## config.mk

```make
export PLATFORM = sky130hd
export DESIGN_NAME = rbc_ctrl
export DESIGN_NICKNAME = d
export VERILOG_FILES = /design/src/rbc_pkg.sv /design/src/rbc_ctrl.sv /design/src/rbc_flush.sv
export SDC_FILE = /design/constraint.sdc
export NUM_CORES = 1
export LEC_CHECK = 0
export BUFFER_PORTS_ARGS = -buffer_cell sky130_fd_sc_hd__buf_2
export CORE_UTILIZATION = 45
export CTS_CLUSTER_DIAMETER = 40
export DETAILED_ROUTE_END_ITERATION = 8
export GPL_TIMING_DRIVEN = 0
export MAX_ROUTING_LAYER = met4
export PLACE_DENSITY = 0.8
export SYNTH_ARGS = -nofsm -noshare
export SYNTH_HDL_FRONTEND = slang
export SYNTH_HIERARCHICAL = 1
export SYNTH_SLANG_ARGS = --single-unit
```

## constraint.sdc

```tcl
create_clock -name clk -period 2.74 [get_ports clk]
set_clock_uncertainty 0.05 [all_clocks]
set_input_delay 0.685 -clock clk [delete_from_list [all_inputs] [get_ports clk]]
set_output_delay 0.685 -clock clk [all_outputs]
set_load 0.01 [all_outputs]
```

## src/rbc_pkg.sv

```systemverilog
/*
 * rbc_pkg: constants and types shared by the render buffer control block.
 * Assumes a 100 MHz system clock and a 32-bit Avalon-MM register port.
 */
package rbc_pkg;

    // ********************************************************************
    // register offsets (byte addresses)
    // ********************************************************************
    localparam int RBC_AW = 4;
    localparam logic [RBC_AW-1:0] RBC_OFF_CTL = 4'h0;
    localparam logic [RBC_AW-1:0] RBC_OFF_STAT = 4'h4;
    localparam logic [RBC_AW-1:0] RBC_OFF_CMD = 4'h8;

    // ********************************************************************
    // system control field positions
    // ********************************************************************
    localparam int RBC_B_SWRST = 15;
    localparam int RBC_B_DCTL = 13;
    localparam int RBC_B_BRKREQ = 10;
    localparam int RBC_B_DCHG = 9;
    localparam int RBC_B_RSTART = 8;
    localparam int RBC_B_BMODE = 6;

    // status register field positions
    localparam int RBC_S_BRK = 0;
    localparam int RBC_S_TRAP = 1;
    localparam int RBC_S_ERR = 2;
    localparam int RBC_S_SUSP = 3;
    localparam int RBC_S_BUSY = 4;
    localparam int RBC_S_BSEL = 5;
    localparam int RBC_S_FLUSH = 6;

    // ********************************************************************
    // reset values and encodings
    // ********************************************************************
    localparam logic [1:0] RBC_DCTL_RST = 2'h2;
    localparam logic [1:0] RBC_DCTL_SYNC_ONLY = 2'h2;
    localparam logic [1:0] RBC_BMODE_RST = 2'h0;
    localparam int RBC_CMD_AW = 24;

    typedef enum logic [1:0] {
        RBC_BM_AUTO_DISP = 2'b00,
        RBC_BM_AUTO_REND = 2'b01,
        RBC_BM_MANUAL = 2'b10,
        RBC_BM_PROHIB = 2'b11
    } rbc_bmode_e;

    typedef enum logic [1:0] {
        RBC_SCAN_NONINT = 2'b00,
        RBC_SCAN_INT = 2'b01,
        RBC_SCAN_INT_VIDEO = 2'b10
    } rbc_scan_e;

    // ********************************************************************
    // timing
    // ********************************************************************
    localparam int RBC_CLK_NS = 10;
    localparam int RBC_BUS_CYCLE_NS = 10;
    localparam int RBC_IDLE_BUS_CYCLES = 32;
    localparam int RBC_IDLE_CYCLES =
        (RBC_IDLE_BUS_CYCLES * RBC_BUS_CYCLE_NS + RBC_CLK_NS - 1) / RBC_CLK_NS;

endpackage

```

## src/rbc_ctrl.sv

```systemverilog
/*
 * rbc_ctrl: render buffer control bits of the system control register,
 * the drawing status flags and the command status register, reached over
 * Avalon-MM. Assumes drawing engine and display timing run on clk.
 */
// Implementation choices: the Avalon-MM slave port and the address map.
`timescale 1ns/1ps
module rbc_ctrl
    import rbc_pkg::*;
(
    input wire logic clk,
    input wire logic sys_rst,
    input wire logic [rbc_pkg::RBC_AW-1:0] address,
    input wire logic [3:0] byteenable,
    input wire logic read,
    input wire logic write,
    input wire logic [31:0] writedata,
    output logic [31:0] readdata,
    output logic waitrequest,
    input wire logic cmd_fetch,
    input wire logic [rbc_pkg::RBC_CMD_AW-1:0] cmd_fetch_addr,
    input wire logic trap_exec,
    input wire logic cmd_error,
    input wire logic cmd_suspend,
    input wire logic frame_end,
    input wire logic field_end,
    input wire logic [1:0] scan_mode,
    input wire logic gm_access,
    input wire logic gm_read,
    input wire logic fifo_pending,
    input wire logic flush_done,
    output logic draw_start,
    output logic draw_stop,
    output logic draw_busy,
    output logic drawing_reset,
    output logic display_buf_sel,
    output logic [1:0] buffer_mode,
    output logic flush_req
);
    import rbc_pkg::*;

    typedef struct packed {
        logic waitreq;
        logic [31:0] rdata;
        logic sw_rst;
        logic [1:0] disp_ctl;
        logic brk_req;
        logic disp_chg;
        logic rend_start;
        logic [1:0] buf_mode;
        logic brk_flag;
        logic trap_flag;
        logic err_flag;
        logic susp_flag;
        logic busy;
        logic buf_sel;
        logic [RBC_CMD_AW-1:0] cmd_addr;
        logic draw_start;
        logic draw_stop;
        logic flush_kick;
    } rbc_state_s;

    rbc_state_s st_r, st_nxt;

    // address match, used by both the read mux and the write decode
    function automatic logic hit(input logic [RBC_AW-1:0] a,
                                 input logic [RBC_AW-1:0] off);
        hit = (a == off);
    endfunction

    // ********************************************************************
    // bus strobes and events
    // ********************************************************************
    logic acc;
    logic wr_ctl;
    logic lane1;
    logic lane0;
    logic brk_now;
    logic trap_now;
    logic swap_edge;
    logic may_start;
    logic [31:0] rd_mux;

    // the access completes in the cycle waitrequest is low
    assign acc = (read | write) & ~st_r.waitreq;
    assign wr_ctl = write & acc & hit(address, RBC_OFF_CTL);
    assign lane1 = wr_ctl & byteenable[1];
    assign lane0 = wr_ctl & byteenable[0];
    assign brk_now = st_r.busy & st_r.brk_req & cmd_fetch;
    assign trap_now = st_r.busy & ~st_r.brk_req & trap_exec;
    // field end only counts in interlace sync video, frame end otherwise
    assign swap_edge = (scan_mode == RBC_SCAN_INT_VIDEO) ? field_end
                       : frame_end;
    // wait for the flush so drawing never reads stale memory
    assign may_start = st_r.rend_start & ~st_r.busy & ~st_r.flush_kick
                       & ~flush_req & ~st_r.sw_rst
                       & (st_r.disp_ctl != RBC_DCTL_SYNC_ONLY);

    // read mux; unused bits and unmapped offsets read as zero
    always_comb begin
        rd_mux = 32'h0;
        if (hit(address, RBC_OFF_CTL)) begin
            rd_mux[RBC_B_SWRST] = st_r.sw_rst;
            rd_mux[RBC_B_DCTL +: 2] = st_r.disp_ctl;
            rd_mux[RBC_B_BRKREQ] = st_r.brk_req;
            rd_mux[RBC_B_DCHG] = st_r.disp_chg;
            rd_mux[RBC_B_RSTART] = st_r.rend_start;
            rd_mux[RBC_B_BMODE +: 2] = st_r.buf_mode;
        end else if (hit(address, RBC_OFF_STAT)) begin
            rd_mux[RBC_S_BRK] = st_r.brk_flag;
            rd_mux[RBC_S_TRAP] = st_r.trap_flag;
            rd_mux[RBC_S_ERR] = st_r.err_flag;
            rd_mux[RBC_S_SUSP] = st_r.susp_flag;
            rd_mux[RBC_S_BUSY] = st_r.busy;
            rd_mux[RBC_S_BSEL] = st_r.buf_sel;
            rd_mux[RBC_S_FLUSH] = flush_req;
        end else if (hit(address, RBC_OFF_CMD)) begin
            rd_mux[RBC_CMD_AW-1:0] = st_r.cmd_addr;
        end
    end

    // ********************************************************************
    // next state
    // ********************************************************************
    always_comb begin
        st_nxt = st_r;
        st_nxt.draw_start = 1'b0;
        st_nxt.draw_stop = 1'b0;
        st_nxt.flush_kick = 1'b0;
        // one wait cycle, then a one-cycle answer
        st_nxt.waitreq = ~((read | write) & st_r.waitreq);
        if ((read | write) & st_r.waitreq) begin
            st_nxt.rdata = rd_mux;
        end

        // drawing engine events
        if (brk_now) begin
            st_nxt.brk_flag = 1'b1;
            st_nxt.busy = 1'b0;
            st_nxt.draw_stop = 1'b1;
            st_nxt.cmd_addr = cmd_fetch_addr;
            st_nxt.brk_req = 1'b0;
        end else if (trap_now) begin
            st_nxt.trap_flag = 1'b1;
            st_nxt.busy = 1'b0;
            st_nxt.draw_stop = 1'b1;
        end else if (st_r.busy & cmd_error) begin
            st_nxt.err_flag = 1'b1;
            st_nxt.busy = 1'b0;
            st_nxt.draw_stop = 1'b1;
        end
        if (st_r.busy & cmd_suspend) begin
            st_nxt.susp_flag = 1'b1;
        end
        if (may_start) begin
            st_nxt.busy = 1'b1;
            st_nxt.draw_start = 1'b1;
            st_nxt.rend_start = 1'b0;
        end

        // manual swap; auto modes leave the selection to the engines
        if (st_r.buf_mode == RBC_BM_MANUAL && st_r.disp_chg && swap_edge) begin
            st_nxt.buf_sel = ~st_r.buf_sel;
            st_nxt.disp_chg = 1'b0;
        end

        // host writes; a host set in the same cycle beats a hardware clear
        if (lane1) begin
            st_nxt.sw_rst = writedata[RBC_B_SWRST];
            st_nxt.disp_ctl = writedata[RBC_B_DCTL +: 2];
            st_nxt.brk_req = writedata[RBC_B_BRKREQ];
            if (writedata[RBC_B_DCHG]) begin
                st_nxt.disp_chg = 1'b1;
            end
            if (writedata[RBC_B_RSTART]) begin
                st_nxt.rend_start = 1'b1;
                st_nxt.flush_kick = 1'b1;
            end
        end
        // the prohibited code is dropped, keeping the old mode
        if (lane0 && writedata[RBC_B_BMODE +: 2] != RBC_BM_PROHIB) begin
            st_nxt.buf_mode = writedata[RBC_B_BMODE +: 2];
        end

        // drawing reset holds the drawing side cleared while set
        if (st_r.sw_rst) begin
            st_nxt.err_flag = 1'b0;
            st_nxt.trap_flag = 1'b0;
            st_nxt.susp_flag = 1'b0;
            st_nxt.brk_flag = 1'b0;
            st_nxt.busy = 1'b0;
            if (!lane1) begin
                st_nxt.brk_req = 1'b0;
            end
        end
    end

    // state register; everything resets to constants
    always_ff @(posedge clk or posedge sys_rst) begin
        if (sys_rst) begin
            st_r <= '0;
            st_r.waitreq <= 1'b1;
            st_r.disp_ctl <= RBC_DCTL_RST;
            st_r.buf_mode <= RBC_BMODE_RST;
        end else begin
            st_r <= st_nxt;
        end
    end

    // ********************************************************************
    // FIFO flush control
    // ********************************************************************
    rbc_flush #(
        .IDLE_CYCLES(RBC_IDLE_CYCLES),
        .IDLE_W(8)
    ) u_flush (
        .clk(clk),
        .sys_rst(sys_rst),
        .flush_kick(st_r.flush_kick),
        .gm_access(gm_access),
        .gm_read(gm_read),
        .fifo_pending(fifo_pending),
        .flush_done(flush_done),
        .flush_req(flush_req)
    );

    // outputs straight from the state register
    assign readdata = st_r.rdata;
    assign waitrequest = st_r.waitreq;
    assign draw_start = st_r.draw_start;
    assign draw_stop = st_r.draw_stop;
    assign draw_busy = st_r.busy;
    assign drawing_reset = st_r.sw_rst;
    assign display_buf_sel = st_r.buf_sel;
    assign buffer_mode = st_r.buf_mode;
endmodule

```

## src/rbc_flush.sv

```systemverilog
/*
 * rbc_flush: decides when the host-interface write FIFO must be flushed
 * into graphics memory. Assumes the FIFO itself lives outside and answers
 * flush_req with a one-cycle flush_done once it has emptied.
 */
`timescale 1ns/1ps
module rbc_flush
    import rbc_pkg::*;
#(
    parameter int IDLE_CYCLES = RBC_IDLE_CYCLES,
    parameter int IDLE_W = 8
) (
    input wire logic clk,
    input wire logic sys_rst,
    input wire logic flush_kick,
    input wire logic gm_access,
    input wire logic gm_read,
    input wire logic fifo_pending,
    input wire logic flush_done,
    output logic flush_req
);
    typedef struct packed {
        logic [IDLE_W-1:0] idle;
        logic req;
    } rbc_flush_s;

    localparam logic [IDLE_W-1:0] IDLE_LIM = IDLE_W'(IDLE_CYCLES);

    rbc_flush_s st_r, st_nxt;

    // idle count saturates at the limit; any memory access restarts it
    always_comb begin
        st_nxt = st_r;
        if (gm_access) begin
            st_nxt.idle = '0;
        end else if (st_r.idle != IDLE_LIM) begin
            st_nxt.idle = st_r.idle + IDLE_W'(1);
        end
        if (flush_done) begin
            st_nxt.req = 1'b0;
        end
        // a new trigger in the done cycle wins, so no data is stranded
        if (flush_kick) begin
            st_nxt.req = 1'b1;
        end
        if (st_r.idle == IDLE_LIM && fifo_pending) begin
            st_nxt.req = 1'b1;
        end
        if (gm_read) begin
            st_nxt.req = 1'b1;
        end
    end

    always_ff @(posedge clk or posedge sys_rst) begin
        if (sys_rst) begin
            st_r <= '0;
        end else begin
            st_r <= st_nxt;
        end
    end

    assign flush_req = st_r.req;
endmodule

```

==> results of run 1 <==
-- stage by stage --
| stage | power (mW) | TNS, ns |
|---|---|---|
| 2_1_floorplan | 1.46 | 0 |
| 3_3_place_gp | 1.57 | -23.93 |
| 3_5_place_dp | 1.59 | 0 |
| 4_1_cts | 2.64 | 0 |
| 5_1_grt | 2.73 | 0 |
| 6_report | 2.61 | 0 |
-- state kept, by name, summed over array words and instances, names as in the netlist --
signal and count:
u_flush/st_r 8, readdata 24, draw_start 1, u_flush/flush_req 1
buffer_mode 2, st_r 34, draw_busy 1, draw_stop 1
drawing_reset 1, display_buf_sel 1, waitrequest 1
-- worst min path at each step --
stage / slack [ns] / cells after the start / endpoint
2_1_floorplan: 0.39 / 1 / u_flush/flush_req
3_3_place_gp: 0.41 / 2 / readdata[6]
3_5_place_dp: 0.42 / 2 / readdata[9]
4_1_cts: 0.27 / 2 / u_flush/st_r[6]
5_1_grt: 0.30 / 2 / u_flush/st_r[6]
6_report: 0.27 / 2 / u_flush/st_r[6]
-- power groups by stage --
stage          combinational, mW  sequential [mW]  clock [mW]
2_1_floorplan              0.194             1.27           0
3_3_place_gp               0.294             1.28           0
3_5_place_dp               0.310             1.29           0
4_1_cts                    0.311             1.26        1.06
5_1_grt                    0.346             1.27        1.11
6_report                   0.307             1.26        1.04
-- cells by family (layout without fill, tap and decap cells) --
| kind of cell | Yosys count | after routing | share of synthesized area |
|---|---|---|---|
| DFF | 75 | 75 | 0.555 |
| and+or+nand+nor | 68 | 68 | 0.109 |
| AOI/OAI and AO/OA | 57 | 57 | 0.111 |
| buffers and inverters | 56 | 158 | 0.102 |
| muxes | 31 | 31 | 0.107 |
| xor gates and xnor gates | 3 | 3 | 0.00776 |
| adders and majority gates | 2 | 2 | 0.00739 |
| other | 1 | 8 | 0.00111 |
-- final cells by class --
class	instances	area (um2)
Buffer	44	299
Clock buffer	11	151
Clock inverter	4	97.6
Fill cell	646	3020
Inverter	12	45.0
Multi-Input combinational cell	169	1190
Sequential cell	75	1880
Tap cell	99	124
Timing Repair Buffer	87	450
-- metal layers --
| metal | vias to the layer above | GRT usage | share of wire |
|---|---|---|---|
| met4 | 0 | 0.0748 | 0.014 |
| met5 | - | - | 0 |
| met1 | 1217 | 0.252 | 0.46 |
| li1 | 1182 | - | - |
| met3 | 10 | 0.0308 | 0.049 |
| met2 | 82 | 0.317 | 0.48 |
-- layout by cell type (no fill, tap or decap), drive strengths merged, types with 2 or more instances in the layout --
cell type	Yosys	layout
a21oi	7	7
a22o	10	10
a22oi	13	13
buf	39	126
bufinv	0	3
clkbuf	5	16
conb	1	8
dfrtp	73	73
dfstp	2	2
ha	2	2
inv	12	12
mux2	29	29
mux2i	2	2
nand2	17	17
nand2b	6	6
nand3	6	6
nor2	16	16
nor2b	6	6
nor4	5	5
o21ai	20	20
o22ai	2	2
or3	4	4
xor2	3	3
==> impl_metrics.ini, run 1 <==
[power]
seq_power_share = 0.484
p_int_mw = 2.00
p_leak_nw = 2.24
vdd_drop_max_v = 0.000341
pwr-share-clk = 0.398
p_comb_frac = 0.118
switching_share = 0.234
power.density_nw_per_um2 = 616
switchingPower_uw = 610

[logic_synthesis]
yosysTopAreaCell = dfrtp_1
synthTopCellsByArea = dfrtp_1 54%, mux2_2 8.0%, buf_4 7.5%
postSynthCellCount = 293
yosysMostFrequentCell = dfrtp_1
synth_area_um2 = 3390
synth_seq_area_share = 0.555
async_reset_ff_frac = 1.00
synth_edf_count = 0
synth_top_area_frac = 0.540
ys_ff_latch = 75
yosys_warnings = 6
avgSynthCellArea_um2 = 11.6
synth_cell_type_count = 42
synth_ff_type = dfrtp_1
yosys-top-cells-count = 73 x dfrtp_1, 34 x buf_4, 24 x mux2_2, 19 x o21ai_0, 16 x nand2_1

[timing]
worst_hold_slack_ns = 0.270
rsz0062_at_grt = no
fin_crit_sh = 0.777
hold_violations = 0
slew_violations = 0
fin_crit_ns = 2.13
setup_ws_ns = 0.612
worst_pin_slew_ns = 1.36
setup_viol = 0
slew_headroom = 0.0871
fmax_mhz = 470

[floorplan]
ioPinCount = 121
initial_utilization = 0.467
fp.dieW_um = 88.7
design.die.area_um2 = 7870
core-area_um2 = 7250
num_rows = 31
die_h_um = 88.7

[clocking]
cts_buffers = 9
cts.clk_slew.worst_paths_ns = 0.07
holdBufCountCts = 0
cts_sinks = 75
clock_latency_ns = 0.33
htreeDepth = 3
cts_root_buf = clkbuf_8
ctsResizeCount = 0
postCtsSetupRepairBufs = 0
cts_tree = done
clockBufferDepth = 2

[setup_path]
crit_path_end_kind = flip-flop
timing.rr.end = u_flush/st_r[1]
path_buf_inv = 1
cp_num_cells = 4
r2r_start = u_flush/st_r[1]
worstSetupPathType = in2reg
crit_path_start = address[3]
critPathSlowestCell = nor4_1
cp_top_family = simple AND/OR/NAND/NOR gates
crit_chain = buf_2, nor4_1, a22oi_1, o21ai_0
cp.required_ns = 2.93
arrival_ns = 2.32
r2r_slack_ns = 1.01
crit_path_start_kind = primary input
slowest_delay_ns = 1.13
r2r_cells = 5
cp_max_fo = 7
endpoint = readdata[15]

[global_route]
track_usage = 0.197
antenna_found_initial = 0
grt-ovfl-total = 0
grt_max_degree = 46
grt_pass1_vias = 2424
grt_pass1_wl_mm = 11.1

[final_layout]
drive_gt1_frac = 0.443
design_area_um2 = 4240
n_antenna_cell = 0
nNetsFinal = 480
fin_cells = 501
final_core_util = 0.584
area_growth_pct = 25.1

[worst_hold_path]
worstHoldPathType = in2async

[placement]
dp.cells = 486
hpwl_mm = 5.24
placed_area_um2 = 3990
gp_congestion = 0.731
dp_slack_ns = 0.271
io_buffers = 86

[route]
first_pass_iters = 4
initialDrtViolationCount = 137
ant_nets = 0
wl_per_cell_um = 14.0
drt-total-wl_mm = 7.01
viasPerCell = 4.97
via_count = 2491
drcViolationCount = 0

[flow_run]
max_cap_viol_count = 0

[run_status]
outcome = complete, no violations
(Power assumes the default switching activity.)
==> inputs of run 2 (changes only) <==
--- a/config.mk
+++ b/config.mk
@@ -5,13 +5,14 @@
 export SDC_FILE = /design/constraint.sdc
 export NUM_CORES = 1
 export LEC_CHECK = 0
+export ABC_AREA = 1
 export BUFFER_PORTS_ARGS = -buffer_cell sky130_fd_sc_hd__buf_2
 export CORE_UTILIZATION = 45
 export CTS_CLUSTER_DIAMETER = 40
 export DETAILED_ROUTE_END_ITERATION = 8
 export GPL_TIMING_DRIVEN = 0
 export MAX_ROUTING_LAYER = met4
-export PLACE_DENSITY = 0.8
+export PLACE_DENSITY = 0.82
 export SYNTH_ARGS = -nofsm -noshare
 export SYNTH_HDL_FRONTEND = slang
 export SYNTH_HIERARCHICAL = 1
==> constraint.sdc (replaced) <==
create_clock -name clk -period 1.8 [get_ports clk]
set_clock_uncertainty 0.05 [all_clocks]
set_input_delay 0.45 -clock clk [delete_from_list [all_inputs] [get_ports clk]]
set_output_delay 0.45 -clock clk [all_outputs]
set_load 0.01 [all_outputs]
==> run 2 against run 1 <==
Net effect: routed wire length up 15%; clock-buffer cell count increased by 1; synthesized area rose by 7.7%; non-clock buffer count is 1 higher; final cell count grew 30%; sequential power rose by 67%; critical path depth fell by 2; first-iteration DRC count increased by 4.4%; sequential share of layout area shrank 2.1 points; global-route usage up 1.2 points; combinational power up 130%; sequential cell count unchanged; critical endpoint is now buffer_mode[1].
==> impl_metrics.ini, run 2 <==
[timing]
slew_headroom = 0.620
fmax_mhz = 638
finalSetupTns_ns = 0
slew_violations = 0
setup_viol = 0
fin_crit_ns = 1.57
worst_pin_slew_ns = 0.568
hold_violations = 0
rsz0062_at_grt = no
fin_crit_sh = 0.871

[setup_path]
slowest_delay_ns = 0.44
r2r_cells = 4
path_buf_inv = 2
cp.required_ns = 1.30
r2r_start = draw_busy
arrival_ns = 1.07
crit_path_end_kind = output port
cp_top_family = flip-flops
crit_path_start_kind = flip-flop
crit_chain = buf_4, buf_2
worstSetupPathType = reg2out
crit_path_start = buffer_mode[1]
timing.rr.end = st_r[26]
r2r_slack_ns = 0.26
critPathSlowestCell = dfrtp_1
cp_max_fo = 4

[logic_synthesis]
synth-xor-area-share = 0.00240
avgSynthCellArea_um2 = 8.29
synth_area_um2 = 3650
synthAdderAreaFrac = 0.00686
ys_ff_latch = 75
synth_top_family_by_area = simple AND/OR/NAND/NOR gates
synth_seq_area_share = 0.515
synth_edf_count = 0
yosysMostFrequentCell = nand2_1
synth_top_area_frac = 0.501
synth_ff_type = dfrtp_1
synthTopCellsByArea = dfrtp_1 50%, nand2_1 14%, buf_4 7.4%
yosys-top-cells-count = 138 x nand2_1, 73 x dfrtp_1, 50 x inv_1, 44 x nand3_1, 36 x buf_4
synth_cell_type_count = 32
async_reset_ff_frac = 1.00
synth_mux_area_frac = 0
synthSimpleGateAreaFrac = 0.275
synth_compound_area_frac = 0.0587
postSynthCellCount = 440
yosys_warnings = 6
yosysTopAreaCell = dfrtp_1

[final_layout]
n_antenna_cell = 0
layout_common_cells = 138 x nand2_1, 90 x buf_2, 73 x dfrtp_1
fill_cells = 729
area_growth_pct = 21.8
final_common_cell = nand2_1
top_register = st_r
largest_register_ff_count = 34
design_area_um2 = 4440
nNetsFinal = 627
drive_gt1_frac = 0.295

[global_route]
grt_max_degree = 45
track_usage = 0.209
antenna_found_initial = 0
grt_pass1_vias = 2977
grt-ovfl-total = 0
grt_pass1_wl_mm = 13.3

[route]
viasPerCell = 4.79
drt-total-wl_mm = 8.05
first_pass_iters = 4
initialDrtViolationCount = 143
wl_per_cell_um = 12.3
drcViolationCount = 0
via_count = 3122
ant_nets = 0

[clocking]
ctsResizeCount = 0
clockBufferDepth = 2
htreeDepth = 3
cts_tree = done
cts_buffers = 9
cts_sinks = 75
cts.clk_slew.worst_paths_ns = 0.08
cts_root_buf = clkbuf_8
holdBufCountCts = 0
clock_latency_ns = 0.35
postCtsSetupRepairBufs = 0

[power]
vdd_drop_max_v = 0.000418
p_leak_nw = 2.60
power.density_nw_per_um2 = 906

[worst_hold_path]
worstHoldPathType = in2async

[placement]
hpwl_mm = 6.08
placed_area_um2 = 4260
gp_congestion = 0.823
io_buffers = 86

[floorplan]
die_h_um = 92.0
core-area_um2 = 7770
initial_utilization = 0.470
ioPinCount = 121
num_rows = 32
fp.dieW_um = 92.0
design.die.area_um2 = 8470

[run_status]
outcome = complete, no violations

[flow_run]
max_cap_viol_count = 0
-- run 2: cell types whose count changed after synthesis, moves of 10 or more --
cell     change
a22o_1      -10
inv_1       +38
nand3_1     +38
mux2_2      -24
nand2_1    +122
a22oi_1     -13
-- run 2: cell families after synthesis --
group / Yosys count
AOI/OAI and AO/OA: 41
other: 1
buffers and inverters: 97
xor gates and xnor gates: 1
DFF: 75
adders and majority gates: 2
and+or+nand+nor: 223
-- run 2: cell type report --
cell class                 count  area, um2  area share
multi-input combinational    275       1280       0.289
inverter                      52        199      0.0448
sequential                    75       1880       0.423
timing repair buffer          87        450       0.101
buffer                        45        317      0.0712
tap                          102        128      0.0287
clock buffer                  12        155      0.0349
clock inverter                 4       32.5     0.00732
-- run 2: routing by layer --
| metal | GRT usage | up-vias | routed length [um] |
|---|---|---|---|
| met2 | 0.341 | 117 | 3860 |
| met1 | 0.257 | 1453 | 3570 |
| met4 | 0.0911 | 0 | 147 |
| met3 | 0.0332 | 12 | 476 |
| met5 | - | - | 0 |
| li1 | - | 1540 | - |
-- run 2: per-stage QoR --
stage               std cells  power [mW]  worst slack [ns]  utilization  hold WS [ns]
finish                    652        4.03             0.232        0.572        0.0306
global route              652        4.27             0.150        0.572        0.0435
CTS                       652        4.06             0.212        0.572        0.0304
detailed placement        636        2.85             0.149        0.548         0.408
global placement          635        2.80             0.111        0.545         0.398
floorplan                 447        2.57             0.460            -         0.228
-- run 2: report_power, final --
part           switching (mW)  internal (mW)
registers               0.162           1.95
logic                   0.401          0.299
clock network           0.630          0.586
-- run 2: worst max-delay path by stage --
stage,slack [ns],endpoint,cells past startpoint
floorplan,0.46,buffer_mode[1],7
global placement,0.11,readdata[1],2
detailed placement,0.15,buffer_mode[1],8
CTS,0.21,buffer_mode[1],2
global route,0.15,st_r[14],4
finish,0.23,buffer_mode[1],2
==> inputs of run 3 (changes only) <==
--- a/config.mk
+++ b/config.mk
@@ -12,7 +12,7 @@
 export DETAILED_ROUTE_END_ITERATION = 8
 export GPL_TIMING_DRIVEN = 0
 export MAX_ROUTING_LAYER = met4
-export PLACE_DENSITY = 0.82
+export PLACE_DENSITY_LB_ADDON = 0.25
 export SYNTH_ARGS = -nofsm -noshare
 export SYNTH_HDL_FRONTEND = slang
 export SYNTH_HIERARCHICAL = 1
==> run 3 against run 2 <==
Net effect: setup slack got worse by 0.010 ns; sequential share of layout area down 0.17 points; maximum frequency decreased by 0.66%; largest cell class unchanged; via count decreased by 2.4%; hold slack gained 0.0045 ns; non-clock buffer count is the same; global-route usage decreased by 0.24 points.
==> impl_metrics.ini, run 3 (synthesized netlist as in run 2, its figures left out) <==
[run_status]
outcome = complete, no violations

[route]
ant_nets = 0
wl_per_cell_um = 12.1
drt-total-wl_mm = 7.88
viasPerCell = 4.67
initialDrtViolationCount = 136
drcViolationCount = 0
via_count = 3046
first_pass_iters = 7

[floorplan]
ioPinCount = 121
fp.dieW_um = 92.0
num_rows = 32
core-area_um2 = 7770
design.die.area_um2 = 8470
initial_utilization = 0.470
die_h_um = 92.0

[setup_path]
r2r_slack_ns = 0.24
arrival_ns = 1.08
cp_top_family = flip-flops
path_buf_inv = 2
cp_num_cells = 2
crit_path_end_kind = output port
r2r_start = draw_busy
cp_max_fo = 4
timing.rr.end = st_r[9]
worstSetupPathType = reg2out
crit_chain = buf_4, buf_2
slowest_delay_ns = 0.45
critPathSlowestCell = dfrtp_1
r2r_cells = 4
crit_path_start_kind = flip-flop
cp.required_ns = 1.30

[timing]
fin_crit_sh = 0.877
finalSetupTns_ns = 0
setup_ws_ns = 0.222
hold_violations = 0
slew_violations = 0
worst_pin_slew_ns = 0.821
setup_viol = 0
fin_crit_ns = 1.58
rsz0062_at_grt = no
slew_headroom = 0.452
fmax_mhz = 634

[clocking]
holdBufCountCts = 0
clock_latency_ns = 0.34
htreeDepth = 3
cts_buffers = 9
cts.clk_slew.worst_paths_ns = 0.08
cts_sinks = 75
clockBufferDepth = 2
cts_tree = done
postCtsSetupRepairBufs = 0
ctsResizeCount = 0
cts_root_buf = clkbuf_8

[final_layout]
n_antenna_cell = 0
area_growth_pct = 22.3
top_register = st_r
nNetsFinal = 627
largest_register_ff_count = 34
design_area_um2 = 4460
layout_common_cells = 138 x nand2_1, 90 x buf_2, 73 x dfrtp_1
final_common_cell = nand2_1
drive_gt1_frac = 0.295
fin_cells = 652

[power]
switchingPower_mw = 1.17
seq_power_share = 0.510
vdd_drop_max_v = 0.000449
pwr-share-clk = 0.320
power.density_nw_per_um2 = 927
switching_share = 0.284
p_comb_frac = 0.169
p_int_mw = 2.96
p_leak_nw = 2.61

[placement]
dp.cells = 636
gp_congestion = 0.830
hpwl_mm = 5.90
placed_area_um2 = 4260
io_buffers = 86
dp_slack_ns = 0.196

[global_route]
grt-ovfl-total = 0
antenna_found_initial = 0
track_usage = 0.207
grt_pass1_wl_mm = 13.2
grt_pass1_vias = 2875
grt_max_degree = 39

[worst_hold_path]
worstHoldPathType = in2async

[flow_run]
max_cap_viol_count = 0
-- run 3: changes by cell type in the layout (fill, tap and decap cells not counted) --
cell and change:
bufinv_16 +1, clkinv_2 +1, inv_6 -2
-- run 3: how the worst max path moves through the flow --
| stage | start | to |
|---|---|---|
| 6_report | buffer_mode[1] | buffer_mode[1] |
| 2_1_floorplan | address[1] | buffer_mode[1] |
| 4_1_cts | buffer_mode[1] | buffer_mode[1] |
| 5_1_grt | draw_busy | st_r[4] |
| 3_5_place_dp | address[1] | drawing_reset |
| 3_3_place_gp | sys_rst | readdata[0] |
-- run 3: power by group through the flow --
stage	clock [mW]	sequential [mW]	combinational [mW]
floorplan	0	2.11	0.459
global placement	0	2.13	0.676
detailed placement	0	2.14	0.708
CTS	1.36	2.11	0.712
global route	1.44	2.14	0.803
finish	1.33	2.11	0.700
-- run 3: layer usage --
layer | part of all wire | up-vias | global-route usage
met2 | 0.47 | 79 | 0.322
met4 | 0.017 | 0 | 0.0807
li1 | - | 1541 | -
met3 | 0.038 | 14 | 0.0274
met5 | 0 | - | -
met1 | 0.47 | 1412 | 0.275
-- run 3: layout make-up --
cell class              instances  area, um2
fillers                       771       3310
clock buffers                  12        155
well taps                     102        128
flip-flops and latches         75       1880
clock inverters                 4       50.0
plain buffers                  45        317
repair buffers                 87        450
inverters                      52        199
multi-input cells             275       1280
-- run 3: worst register-to-register path, delay by kind of cell (launching register included) --
family          cells  cell delay, ns
simple gates        1            0.20
buf+inv             2            0.63
compound gates      1            0.16
flops               1            0.38
-- run 3: through the flow --
step / power [mW] / utilization / hold WS (ns)
after CTS: 4.18 / 0.574 / 0.0445
final: 4.14 / 0.574 / 0.0350
after global routing: 4.38 / 0.574 / 0.0660
after global placement: 2.81 / 0.545 / 0.399
after detailed placement: 2.85 / 0.548 / 0.405
after floorplan: 2.57 / - / 0.228
